`config.mk`:
```
export PLATFORM = sky130hd
export DESIGN_NAME = cep_core_exception_prioritizer
export DESIGN_NICKNAME = d
export VERILOG_FILES = /design/src/design/cep_pkg.sv /design/src/design/cep_core_exception_prioritizer.sv
export SDC_FILE = /design/constraint.sdc
export NUM_CORES = 1
export LEC_CHECK = 0
export BUFFER_PORTS_ARGS = -buffer_cell sky130_fd_sc_hd__buf_4
export CAP_MARGIN = 40
export CORE_MARGIN = 2
export CORE_UTILIZATION = 43
export DETAILED_ROUTE_END_ITERATION = 8
export GPL_TIMING_DRIVEN = 0
export MAX_ROUTING_LAYER = met4
export PLACE_DENSITY = 0.75
export SYNTH_ARGS = -nofsm -noshare
export SYNTH_HDL_FRONTEND = slang
export SYNTH_SLANG_ARGS = --single-unit
```
`constraint.sdc`:
```
create_clock -name sys_clk -period 2 [get_ports sys_clk]
set_clock_uncertainty 0.1 [all_clocks]
set_input_delay 0.4 -clock sys_clk [delete_from_list [all_inputs] [get_ports sys_clk]]
set_output_delay 0.4 -clock sys_clk [all_outputs]
set_load 0.005 [all_outputs]
```
`src/design/cep_pkg.sv`:
```
// shared constants and types for the core exception prioritizer
package cep_pkg;
  // exception request indices, highest priority first
  localparam int CEP_NUM_EXC = 21;
  localparam int CEP_IDX_RESET = 0;
  localparam int CEP_IDX_SINGLE_STEP = 1;
  localparam int CEP_IDX_DEBUG_INT = 2;
  localparam int CEP_IDX_NMI = 3;
  localparam int CEP_IDX_INTERRUPT = 4;
  localparam int CEP_IDX_INSTR_BREAK = 5;
  localparam int CEP_IDX_FETCH_ADDR_ERR = 6;
  localparam int CEP_IDX_FETCH_BUS_ERR = 7;
  localparam int CEP_IDX_DEBUG_BP_INSTR = 8;
  localparam int CEP_IDX_SYSCALL = 9;
  localparam int CEP_IDX_SOFTWARE_BP = 10;
  localparam int CEP_IDX_RESERVED_INSTR = 11;
  localparam int CEP_IDX_COP_UNUSABLE = 12;
  localparam int CEP_IDX_EXT_UNUSABLE = 13;
  localparam int CEP_IDX_OVERFLOW = 14;
  localparam int CEP_IDX_TRAP = 15;
  localparam int CEP_IDX_DATA_BREAK = 16;
  localparam int CEP_IDX_LOAD_ADDR_ERR = 17;
  localparam int CEP_IDX_STORE_ADDR_ERR = 18;
  localparam int CEP_IDX_DATA_BUS_ERR = 19;
  localparam int CEP_IDX_LOAD_DATA_BREAK = 20;
  // code driven when nothing is taken
  localparam logic [4:0] CEP_CODE_NONE = 5'h1F;
  // debug register selector width on the test access port
  localparam int CEP_DBG_SEL_W = 4;
  // core state
  typedef enum logic [1:0] {
    CEP_ST_RUN,
    CEP_ST_HANDLER,
    CEP_ST_DEBUG,
    CEP_ST_SLEEP
  } cep_state_t;
endpackage : cep_pkg

```
`src/design/cep_core_exception_prioritizer.sv`:
```
// exception recognition, priority selection, debug mode and power-down entry
module cep_core_exception_prioritizer
  import cep_pkg::*;
#(
  parameter int IRQ_W = 8
) (
  input wire logic sys_clk,
  input wire logic rst_n,
  // reset sources, pin and power-on
  input wire logic master_clear_pin,
  input wire logic por_event,
  // debug requests
  input wire logic single_step,
  input wire logic debug_interrupt_input,
  input wire logic debug_break_request_bit,
  // non-maskable pin
  input wire logic nmi_in,
  // interrupt lines and their masks
  input wire logic [IRQ_W-1:0] irq_req,
  input wire logic [IRQ_W-1:0] irq_mask,
  // fetch stage faults and breaks
  input wire logic instr_break,
  input wire logic fetch_misaligned,
  input wire logic fetch_protected,
  input wire logic fetch_bus_fault,
  // execute stage causes
  input wire logic exec_debug_bp_opcode,
  input wire logic exec_syscall,
  input wire logic exec_break,
  input wire logic exec_reserved,
  input wire logic exec_cop_disabled,
  input wire logic exec_ext_disabled,
  input wire logic arith_overflow,
  input wire logic trap_cond_true,
  // data side matches and faults
  input wire logic data_addr_match,
  input wire logic store_value_match,
  input wire logic load_misaligned,
  input wire logic load_protected,
  input wire logic store_misaligned,
  input wire logic store_protected,
  input wire logic data_bus_fault,
  input wire logic load_data_match,
  // returns, sleep and wake
  input wire logic handler_return,
  input wire logic debug_return_instr,
  input wire logic exec_sleep,
  input wire logic wake_event,
  // serial debug port from the probe
  input wire logic tap_tck,
  input wire logic tap_tdi,
  input wire logic tap_shift,
  input wire logic tap_update,
  // serial debug port back to the probe
  output logic tap_tdo,
  output logic [CEP_DBG_SEL_W-1:0] dbg_reg_select,
  // taken exception report
  output logic exc_take,
  output logic [4:0] exc_code,
  output logic [CEP_NUM_EXC-1:0] exc_pending,
  // core mode, decoded from state
  output logic in_handler,
  output logic debug_mode,
  output logic power_down
);

  logic [CEP_NUM_EXC-1:0] req;
  logic [4:0] next_code;
  logic any_req;
  logic irq_active;
  logic debug_kind;
  // synchroniser stages, one chain per pin
  logic nmi_s1;
  logic nmi_s2;
  logic nmi_s3;
  logic debug_int_s1;
  logic debug_int_s2;
  logic debug_int_s3;
  logic master_clear_pin_s1;
  logic master_clear_pin_s2;
  logic master_clear_pin_s3;
  logic tck_s1;
  logic tck_s2;
  logic tck_s3;
  // filtered pin levels
  logic nmi_lvl;
  logic debug_int_lvl;
  logic master_clear_pin_lvl;
  logic tck_prev;
  logic tck_rise;
  logic [CEP_DBG_SEL_W-1:0] tap_shreg;
  cep_state_t state;

  // nmi pin: three stages, only the second stage reads the first
  always_ff @(posedge sys_clk or negedge rst_n) begin
    if (!rst_n) begin
      nmi_s1 <= 1'b0;
      nmi_s2 <= 1'b0;
      nmi_s3 <= 1'b0;
    end else begin
      nmi_s1 <= nmi_in;
      nmi_s2 <= nmi_s1;
      nmi_s3 <= nmi_s2;
    end
  end

  // debug interrupt pin: three stages
  always_ff @(posedge sys_clk or negedge rst_n) begin
    if (!rst_n) begin
      debug_int_s1 <= 1'b0;
      debug_int_s2 <= 1'b0;
      debug_int_s3 <= 1'b0;
    end else begin
      debug_int_s1 <= debug_interrupt_input;
      debug_int_s2 <= debug_int_s1;
      debug_int_s3 <= debug_int_s2;
    end
  end

  // master clear pin: three stages
  always_ff @(posedge sys_clk or negedge rst_n) begin
    if (!rst_n) begin
      master_clear_pin_s1 <= 1'b0;
      master_clear_pin_s2 <= 1'b0;
      master_clear_pin_s3 <= 1'b0;
    end else begin
      master_clear_pin_s1 <= master_clear_pin;
      master_clear_pin_s2 <= master_clear_pin_s1;
      master_clear_pin_s3 <= master_clear_pin_s2;
    end
  end

  // probe clock pin: three stages; tck rests low so no false edge after reset
  always_ff @(posedge sys_clk or negedge rst_n) begin
    if (!rst_n) begin
      tck_s1 <= 1'b0;
      tck_s2 <= 1'b0;
      tck_s3 <= 1'b0;
    end else begin
      tck_s1 <= tap_tck;
      tck_s2 <= tck_s1;
      tck_s3 <= tck_s2;
    end
  end

  // nmi level moves only when stages two and three agree, dropping glitches
  always_ff @(posedge sys_clk or negedge rst_n) begin
    if (!rst_n) begin
      nmi_lvl <= 1'b0;
    end else if (nmi_s2 == nmi_s3) begin
      nmi_lvl <= nmi_s3;
    end
  end

  // debug interrupt level, same agreement filter
  always_ff @(posedge sys_clk or negedge rst_n) begin
    if (!rst_n) begin
      debug_int_lvl <= 1'b0;
    end else if (debug_int_s2 == debug_int_s3) begin
      debug_int_lvl <= debug_int_s3;
    end
  end

  // master clear level; costs latency, but a spike never resets the core
  always_ff @(posedge sys_clk or negedge rst_n) begin
    if (!rst_n) begin
      master_clear_pin_lvl <= 1'b0;
    end else if (master_clear_pin_s2 == master_clear_pin_s3) begin
      master_clear_pin_lvl <= master_clear_pin_s3;
    end
  end

  // filtered tck level, also the previous value for edge detection
  always_ff @(posedge sys_clk or negedge rst_n) begin
    if (!rst_n) begin
      tck_prev <= 1'b0;
    end else if (tck_s2 == tck_s3) begin
      tck_prev <= tck_s3;
    end
  end

  // one-cycle pulse on an agreed rising tck
  assign tck_rise = (tck_s2 == tck_s3) && tck_s3 && !tck_prev;

  // request vector, one bit per exception kind
  assign irq_active = |(irq_req & ~irq_mask);
  always_comb begin
    req = '0;
    req[CEP_IDX_RESET] = master_clear_pin_lvl | por_event;
    req[CEP_IDX_SINGLE_STEP] = single_step;
    req[CEP_IDX_DEBUG_INT] = debug_int_lvl | debug_break_request_bit;
    req[CEP_IDX_NMI] = nmi_lvl;
    req[CEP_IDX_INTERRUPT] = irq_active;
    req[CEP_IDX_INSTR_BREAK] = instr_break;
    req[CEP_IDX_FETCH_ADDR_ERR] = fetch_misaligned | fetch_protected;
    req[CEP_IDX_FETCH_BUS_ERR] = fetch_bus_fault;
    req[CEP_IDX_DEBUG_BP_INSTR] = exec_debug_bp_opcode;
    req[CEP_IDX_SYSCALL] = exec_syscall;
    req[CEP_IDX_SOFTWARE_BP] = exec_break;
    req[CEP_IDX_RESERVED_INSTR] = exec_reserved;
    req[CEP_IDX_COP_UNUSABLE] = exec_cop_disabled;
    req[CEP_IDX_EXT_UNUSABLE] = exec_ext_disabled;
    req[CEP_IDX_OVERFLOW] = arith_overflow;
    req[CEP_IDX_TRAP] = trap_cond_true;
    req[CEP_IDX_DATA_BREAK] = data_addr_match | store_value_match;
    req[CEP_IDX_LOAD_ADDR_ERR] = load_misaligned | load_protected;
    req[CEP_IDX_STORE_ADDR_ERR] = store_misaligned | store_protected;
    req[CEP_IDX_DATA_BUS_ERR] = data_bus_fault;
    req[CEP_IDX_LOAD_DATA_BREAK] = load_data_match;
  end

  // any request at all, whatever its rank
  assign any_req = |req;

  // fixed priority chain, reset first; earlier branches shadow later ones
  always_comb begin
    if (req[CEP_IDX_RESET]) next_code = 5'(CEP_IDX_RESET);
    else if (req[CEP_IDX_SINGLE_STEP]) next_code = 5'(CEP_IDX_SINGLE_STEP);
    else if (req[CEP_IDX_DEBUG_INT]) next_code = 5'(CEP_IDX_DEBUG_INT);
    else if (req[CEP_IDX_NMI]) next_code = 5'(CEP_IDX_NMI);
    else if (req[CEP_IDX_INTERRUPT]) next_code = 5'(CEP_IDX_INTERRUPT);
    else if (req[CEP_IDX_INSTR_BREAK]) next_code = 5'(CEP_IDX_INSTR_BREAK);
    else if (req[CEP_IDX_FETCH_ADDR_ERR]) next_code = 5'(CEP_IDX_FETCH_ADDR_ERR);
    else if (req[CEP_IDX_FETCH_BUS_ERR]) next_code = 5'(CEP_IDX_FETCH_BUS_ERR);
    else if (req[CEP_IDX_DEBUG_BP_INSTR]) next_code = 5'(CEP_IDX_DEBUG_BP_INSTR);
    else if (req[CEP_IDX_SYSCALL]) next_code = 5'(CEP_IDX_SYSCALL);
    else if (req[CEP_IDX_SOFTWARE_BP]) next_code = 5'(CEP_IDX_SOFTWARE_BP);
    else if (req[CEP_IDX_RESERVED_INSTR]) next_code = 5'(CEP_IDX_RESERVED_INSTR);
    else if (req[CEP_IDX_COP_UNUSABLE]) next_code = 5'(CEP_IDX_COP_UNUSABLE);
    else if (req[CEP_IDX_EXT_UNUSABLE]) next_code = 5'(CEP_IDX_EXT_UNUSABLE);
    else if (req[CEP_IDX_OVERFLOW]) next_code = 5'(CEP_IDX_OVERFLOW);
    else if (req[CEP_IDX_TRAP]) next_code = 5'(CEP_IDX_TRAP);
    else if (req[CEP_IDX_DATA_BREAK]) next_code = 5'(CEP_IDX_DATA_BREAK);
    else if (req[CEP_IDX_LOAD_ADDR_ERR]) next_code = 5'(CEP_IDX_LOAD_ADDR_ERR);
    else if (req[CEP_IDX_STORE_ADDR_ERR]) next_code = 5'(CEP_IDX_STORE_ADDR_ERR);
    else if (req[CEP_IDX_DATA_BUS_ERR]) next_code = 5'(CEP_IDX_DATA_BUS_ERR);
    else if (req[CEP_IDX_LOAD_DATA_BREAK]) next_code = 5'(CEP_IDX_LOAD_DATA_BREAK);
    else next_code = CEP_CODE_NONE;
  end

  // single step, debug interrupt and every break except the software break lead into debug mode
  always_comb begin
    debug_kind = 1'b0;
    case (next_code)
      5'(CEP_IDX_SINGLE_STEP), 5'(CEP_IDX_DEBUG_INT), 5'(CEP_IDX_INSTR_BREAK),
      5'(CEP_IDX_DEBUG_BP_INSTR), 5'(CEP_IDX_DATA_BREAK),
      5'(CEP_IDX_LOAD_DATA_BREAK): debug_kind = 1'b1;
      default: debug_kind = 1'b0;
    endcase
  end

  // core state; all state sits in flops so a stopped clock loses nothing
  always_ff @(posedge sys_clk or negedge rst_n) begin
    if (!rst_n) begin
      state <= CEP_ST_RUN;
    end else begin
      case (state)
        CEP_ST_RUN: begin
          if (any_req) begin
            // one exception per entry; the rest wait for the return
            if (debug_kind) state <= CEP_ST_DEBUG;
            else if (next_code != 5'(CEP_IDX_RESET)) state <= CEP_ST_HANDLER;
          end else if (exec_sleep) begin
            state <= CEP_ST_SLEEP;
          end
        end
        CEP_ST_HANDLER: begin
          if (req[CEP_IDX_RESET]) state <= CEP_ST_RUN;
          else if (handler_return) state <= CEP_ST_RUN;
        end
        CEP_ST_DEBUG: begin
          // only reset or the debug return leaves debug mode
          if (req[CEP_IDX_RESET]) state <= CEP_ST_RUN;
          else if (debug_return_instr) state <= CEP_ST_RUN;
        end
        CEP_ST_SLEEP: begin
          if (any_req || wake_event) state <= CEP_ST_RUN;
        end
        default: state <= CEP_ST_RUN;
      endcase
    end
  end

  // taken exception report, registered
  always_ff @(posedge sys_clk or negedge rst_n) begin
    if (!rst_n) begin
      exc_take <= 1'b0;
      exc_code <= CEP_CODE_NONE;
      exc_pending <= '0;
    end else begin
      // pending copies the whole request vector (filtered pins, masked interrupt), taken or not
      exc_pending <= req;
      // reset is always taken, even from inside a handler
      if ((state == CEP_ST_RUN && any_req) || req[CEP_IDX_RESET]) begin
        exc_take <= 1'b1;
        exc_code <= next_code;
      end else begin
        exc_take <= 1'b0;
        exc_code <= CEP_CODE_NONE;
      end
    end
  end

  // mode outputs decoded straight from the state flop
  assign in_handler = (state == CEP_ST_HANDLER);
  assign debug_mode = (state == CEP_ST_DEBUG);
  assign power_down = (state == CEP_ST_SLEEP);

  // serial debug instruction shift, sampled on filtered tck rising edges
  always_ff @(posedge sys_clk or negedge rst_n) begin
    if (!rst_n) begin
      tap_shreg <= '0;
      dbg_reg_select <= '0;
      tap_tdo <= 1'b0;
    end else if (tck_rise) begin
      if (tap_shift) begin
        tap_shreg <= {tap_tdi, tap_shreg[CEP_DBG_SEL_W-1:1]};
        tap_tdo <= tap_shreg[0];
      end else if (tap_update) begin
        dbg_reg_select <= tap_shreg;
      end
    end
  end

endmodule : cep_core_exception_prioritizer

```
==> run_results.csv <==
group,metric,value,unit
final_layout,diodes,0,
final_layout,layout-drive-gt1-share,0.563,
clock_tree,cts_tree,"built",
yosys,synthTopCellsByArea,"dfrtp_1 57%, dfstp_2 6.1%, mux2_2 5.3%, or2b_2 2.5%, nand2_1 2.3%",
clock_tree,numCtsBuffers,5,
power,powerDensity,856,nW/um^2
final_layout,area_delta_synth_final,45.9,%
yosys,synth_top_cell_by_area,"dfrtp_1",
sta,hold_viol_final,0,
place,post-dp-hpwl,3500,um
yosys,synth_seq_cells,54,
yosys,syn_avg_cell_area,12.8,um^2
yosys,ys_seq_area_frac,0.633,
global_routing,met3_usage,0.0415,
sta,rsz0062_at_grt,"yes",
final_layout,nFillCells,394,
global_routing,grt_max_degree,55,
run_status,status,"finished with violations",
yosys,netlist_area,2140,um^2
floorplanning,rows,25,
global_routing,grt_util_all_layers,0.185,
worst_setup_path,cp.arrival,2.25,ns
yosys,synth_top_area_share,0.572,
worst_setup_path,r2r_start,"master_clear_pin_lvl",
floorplanning,dieWidth,74.6,um
sta,drv_slew,0,
drt,routedWlPerCell,14.2,um
drt,routed_wl,4820,um
sta,whs,0.0272,ns
place,portBuffers,86,
floorplanning,coreArea,4750,um^2
clock_tree,clockRootBuffer,"clkbuf_8",
yosys,synthCells,168,
floorplanning,initial_core_util,0.451,
drt,antenna_left,0,
clock_tree,clock_sinks,54,
drt,route.detailed.drc,0,
global_routing,grt_first_pass_wirelength,7470,um
sta,fin_crit_sh,1.08,
worst_setup_path,worstPathCellList,"buf_4 -> or4_1 -> nand2b_1 -> nor2_1 -> a31oi_2 -> mux2_4 -> a31o_1",
power,p_leak,1.47,nW
final_layout,nNetsFinal,324,
yosys,synth_edf_count,0,
clock_tree,cts_buffer_depth,2,
global_routing,grt-busiest-layer,"met2",
run,maxCapViolations,0,
yosys,yosys_warnings,0,
sta,slew_headroom,0.423,
worst_setup_path,crit_start,"exec_debug_bp_opcode",
clock_tree,clk_pin_slew,0.10,ns
place,gp_congestion,0.734,
drt,firstDrtPassIters,4,
global_routing,grt-ovfl-total,0,
yosys,synth_async_sr_flop_share,1.00,
min_path,hp-class,"primary input to async pin",
worst_setup_path,endpoint_kind,"flop",
drt,drt_iter0_markers,77,
sta,worst_slack,-0.162,ns
drt,routed_via_density,4.96,
worst_setup_path,required,2.09,ns
floorplanning,die-height,74.6,um
worst_setup_path,cpPeakStageDelay,0.55,ns
worst_setup_path,start_kind,"primary input",
run_status,violations,"negative setup slack",
sta,fmax,463,MHz
final_layout,regArea,1360,um^2
sta,setup_tns,-0.235,ns
global_routing,gr-usage-met1,0.233,
yosys,synth_nets,221,
final_layout,multi_input_area,848,um^2
sta,worstMarginPinSlew,0.854,ns
yosys,ys_types,45,
worst_setup_path,cp_slowest_cell,"or4_1",
sta,setup_viol,2,
clock_tree,holdBufCountCts,0,
global_routing,grt_pass1_vias,1593,
global_routing,antenna_found_initial,0,
drt,via_count,1682,
power,vdd_ir_drop_max,0.530,mV
sta,period_needed,2.16,ns
floorplanning,io_pins,87,
yosys,yosys-top-cells-count,"49 x dfrtp_1, 13 x nand2_1, 11 x nor2_1",
worst_setup_path,cp_max_fo,5,
worst_setup_path,crit_type,"primary input to flop",
floorplanning,dieArea,5570,um^2
clock_tree,clk_latency,0.30,ns
yosys,yosysMostFrequentCell,"dfrtp_1",
yosys,synth_ff_type,"dfrtp_1",
global_routing,use_met2,0.299,
clock_tree,htree_levels,2,
-- registers in the layout (all words and copies together), names as in the netlist, 2 cells and up --
signal / flops
dbg_reg_select: 4
exc_code: 5
exc_pending: 21
state: 2
tap_shreg: 4
-- what timing repair did --
item / 4_1_cts / 5_1_grt
setup endpoints to repair: 8 / 8
buffers inserted: 8 / 2
hold endpoints to repair: 0 / 0
pin swaps: 3 / 5
cloned: 0 / 0
gates resized for setup: 6 / 12
-- worst paths after layout --
| kind | end | slack [ns] | depth (start not counted) |
|---|---|---|---|
| max | state[1] | -0.16 | 7 |
| min | exc_pending[14] | 0.03 | 1 |
| max reg2reg | state[1] | -0.12 | 6 |
| min reg2reg | tck_s2 | 0.25 | 0 |
| max in group asynchronous | exc_pending[19] | 1.34 | 1 |
| min in group sys_clk | master_clear_pin_s1 | 0.10 | 1 |
-- metrics by stage --
step	instance area (um^2)	utilization	instances	setup slack, ns	total power, mW
after global placement	2870	0.604	321	-0.525	2.01
after detailed placement	2870	0.604	321	-0.566	2.03
final	3130	0.658	339	-0.162	2.68
after floorplan	2140	-	168	-0.194	1.67
after global routing	3130	0.658	339	-0.221	2.83
after CTS	3060	0.643	337	-0.137	2.66
-- cells by family (layout without fill, tap and decap cells) --
group                      after synthesis  after routing  synth area share
AOI/OAI and AO/OA                       26             26            0.0899
adders and majority gates                4              4            0.0198
buffers and inverters                    9            113            0.0158
DFF                                     54             54             0.633
muxes                                   12             12            0.0642
and+or+nand+nor                         63             63             0.177
-- critical path, delay by kind of cell --
kind	cells	cell delay (ns)
AOI/OAI and AO/OA	2	0.36
buffers and inverters	1	0.13
muxes	1	0.32
and+or+nand+nor	3	1.04
-- report_power, final --
part / internal (mW) / switching [mW]
Sequential: 1.27 / 0.0990
Clock: 0.248 / 0.328
Combinational: 0.435 / 0.299
Total: 1.95 / 0.726
-- layer usage --
metal | wire length [um] | vias to the layer above | part of all wire
li1 | - | 805 | -
met5 | 0 | - | 0
met3 | 182 | 5 | 0.038
met4 | 43 | 0 | 0.0089
met1 | 2070 | 827 | 0.43
met2 | 2530 | 45 | 0.52
-- placed cells by master, fill, tap and decap left out, types with 2 or more instances in the layout --
cell / n
dfstp_2: 5
nor2_1: 10
o22ai_1: 2
nand2_1: 9
or3_4: 3
dfrtp_1: 49
o2111ai_1: 2
nor2b_1: 3
nand3b_1: 2
a21oi_1: 4
or4_1: 2
clkbuf_8: 5
or2_2: 5
mux2_2: 10
nand2_2: 3
nor4_1: 4
maj3_1: 3
inv_1: 9
or2b_2: 6
buf_4: 96
o21ai_0: 4
clkbuf_1: 2
nor3_1: 5
a21o_2: 2
-- area by class of cell --
| class | instances | area share |
|---|---|---|
| clock buffer | 7 | 0.0244 |
| clock inverter | 1 | 0.00240 |
| inverter | 9 | 0.0108 |
| multi-input combinational | 105 | 0.271 |
| sequential | 54 | 0.434 |
| tap | 67 | 0.0268 |
| timing repair buffer | 96 | 0.230 |
No activity file was read; power rests on OpenSTA's default activity.
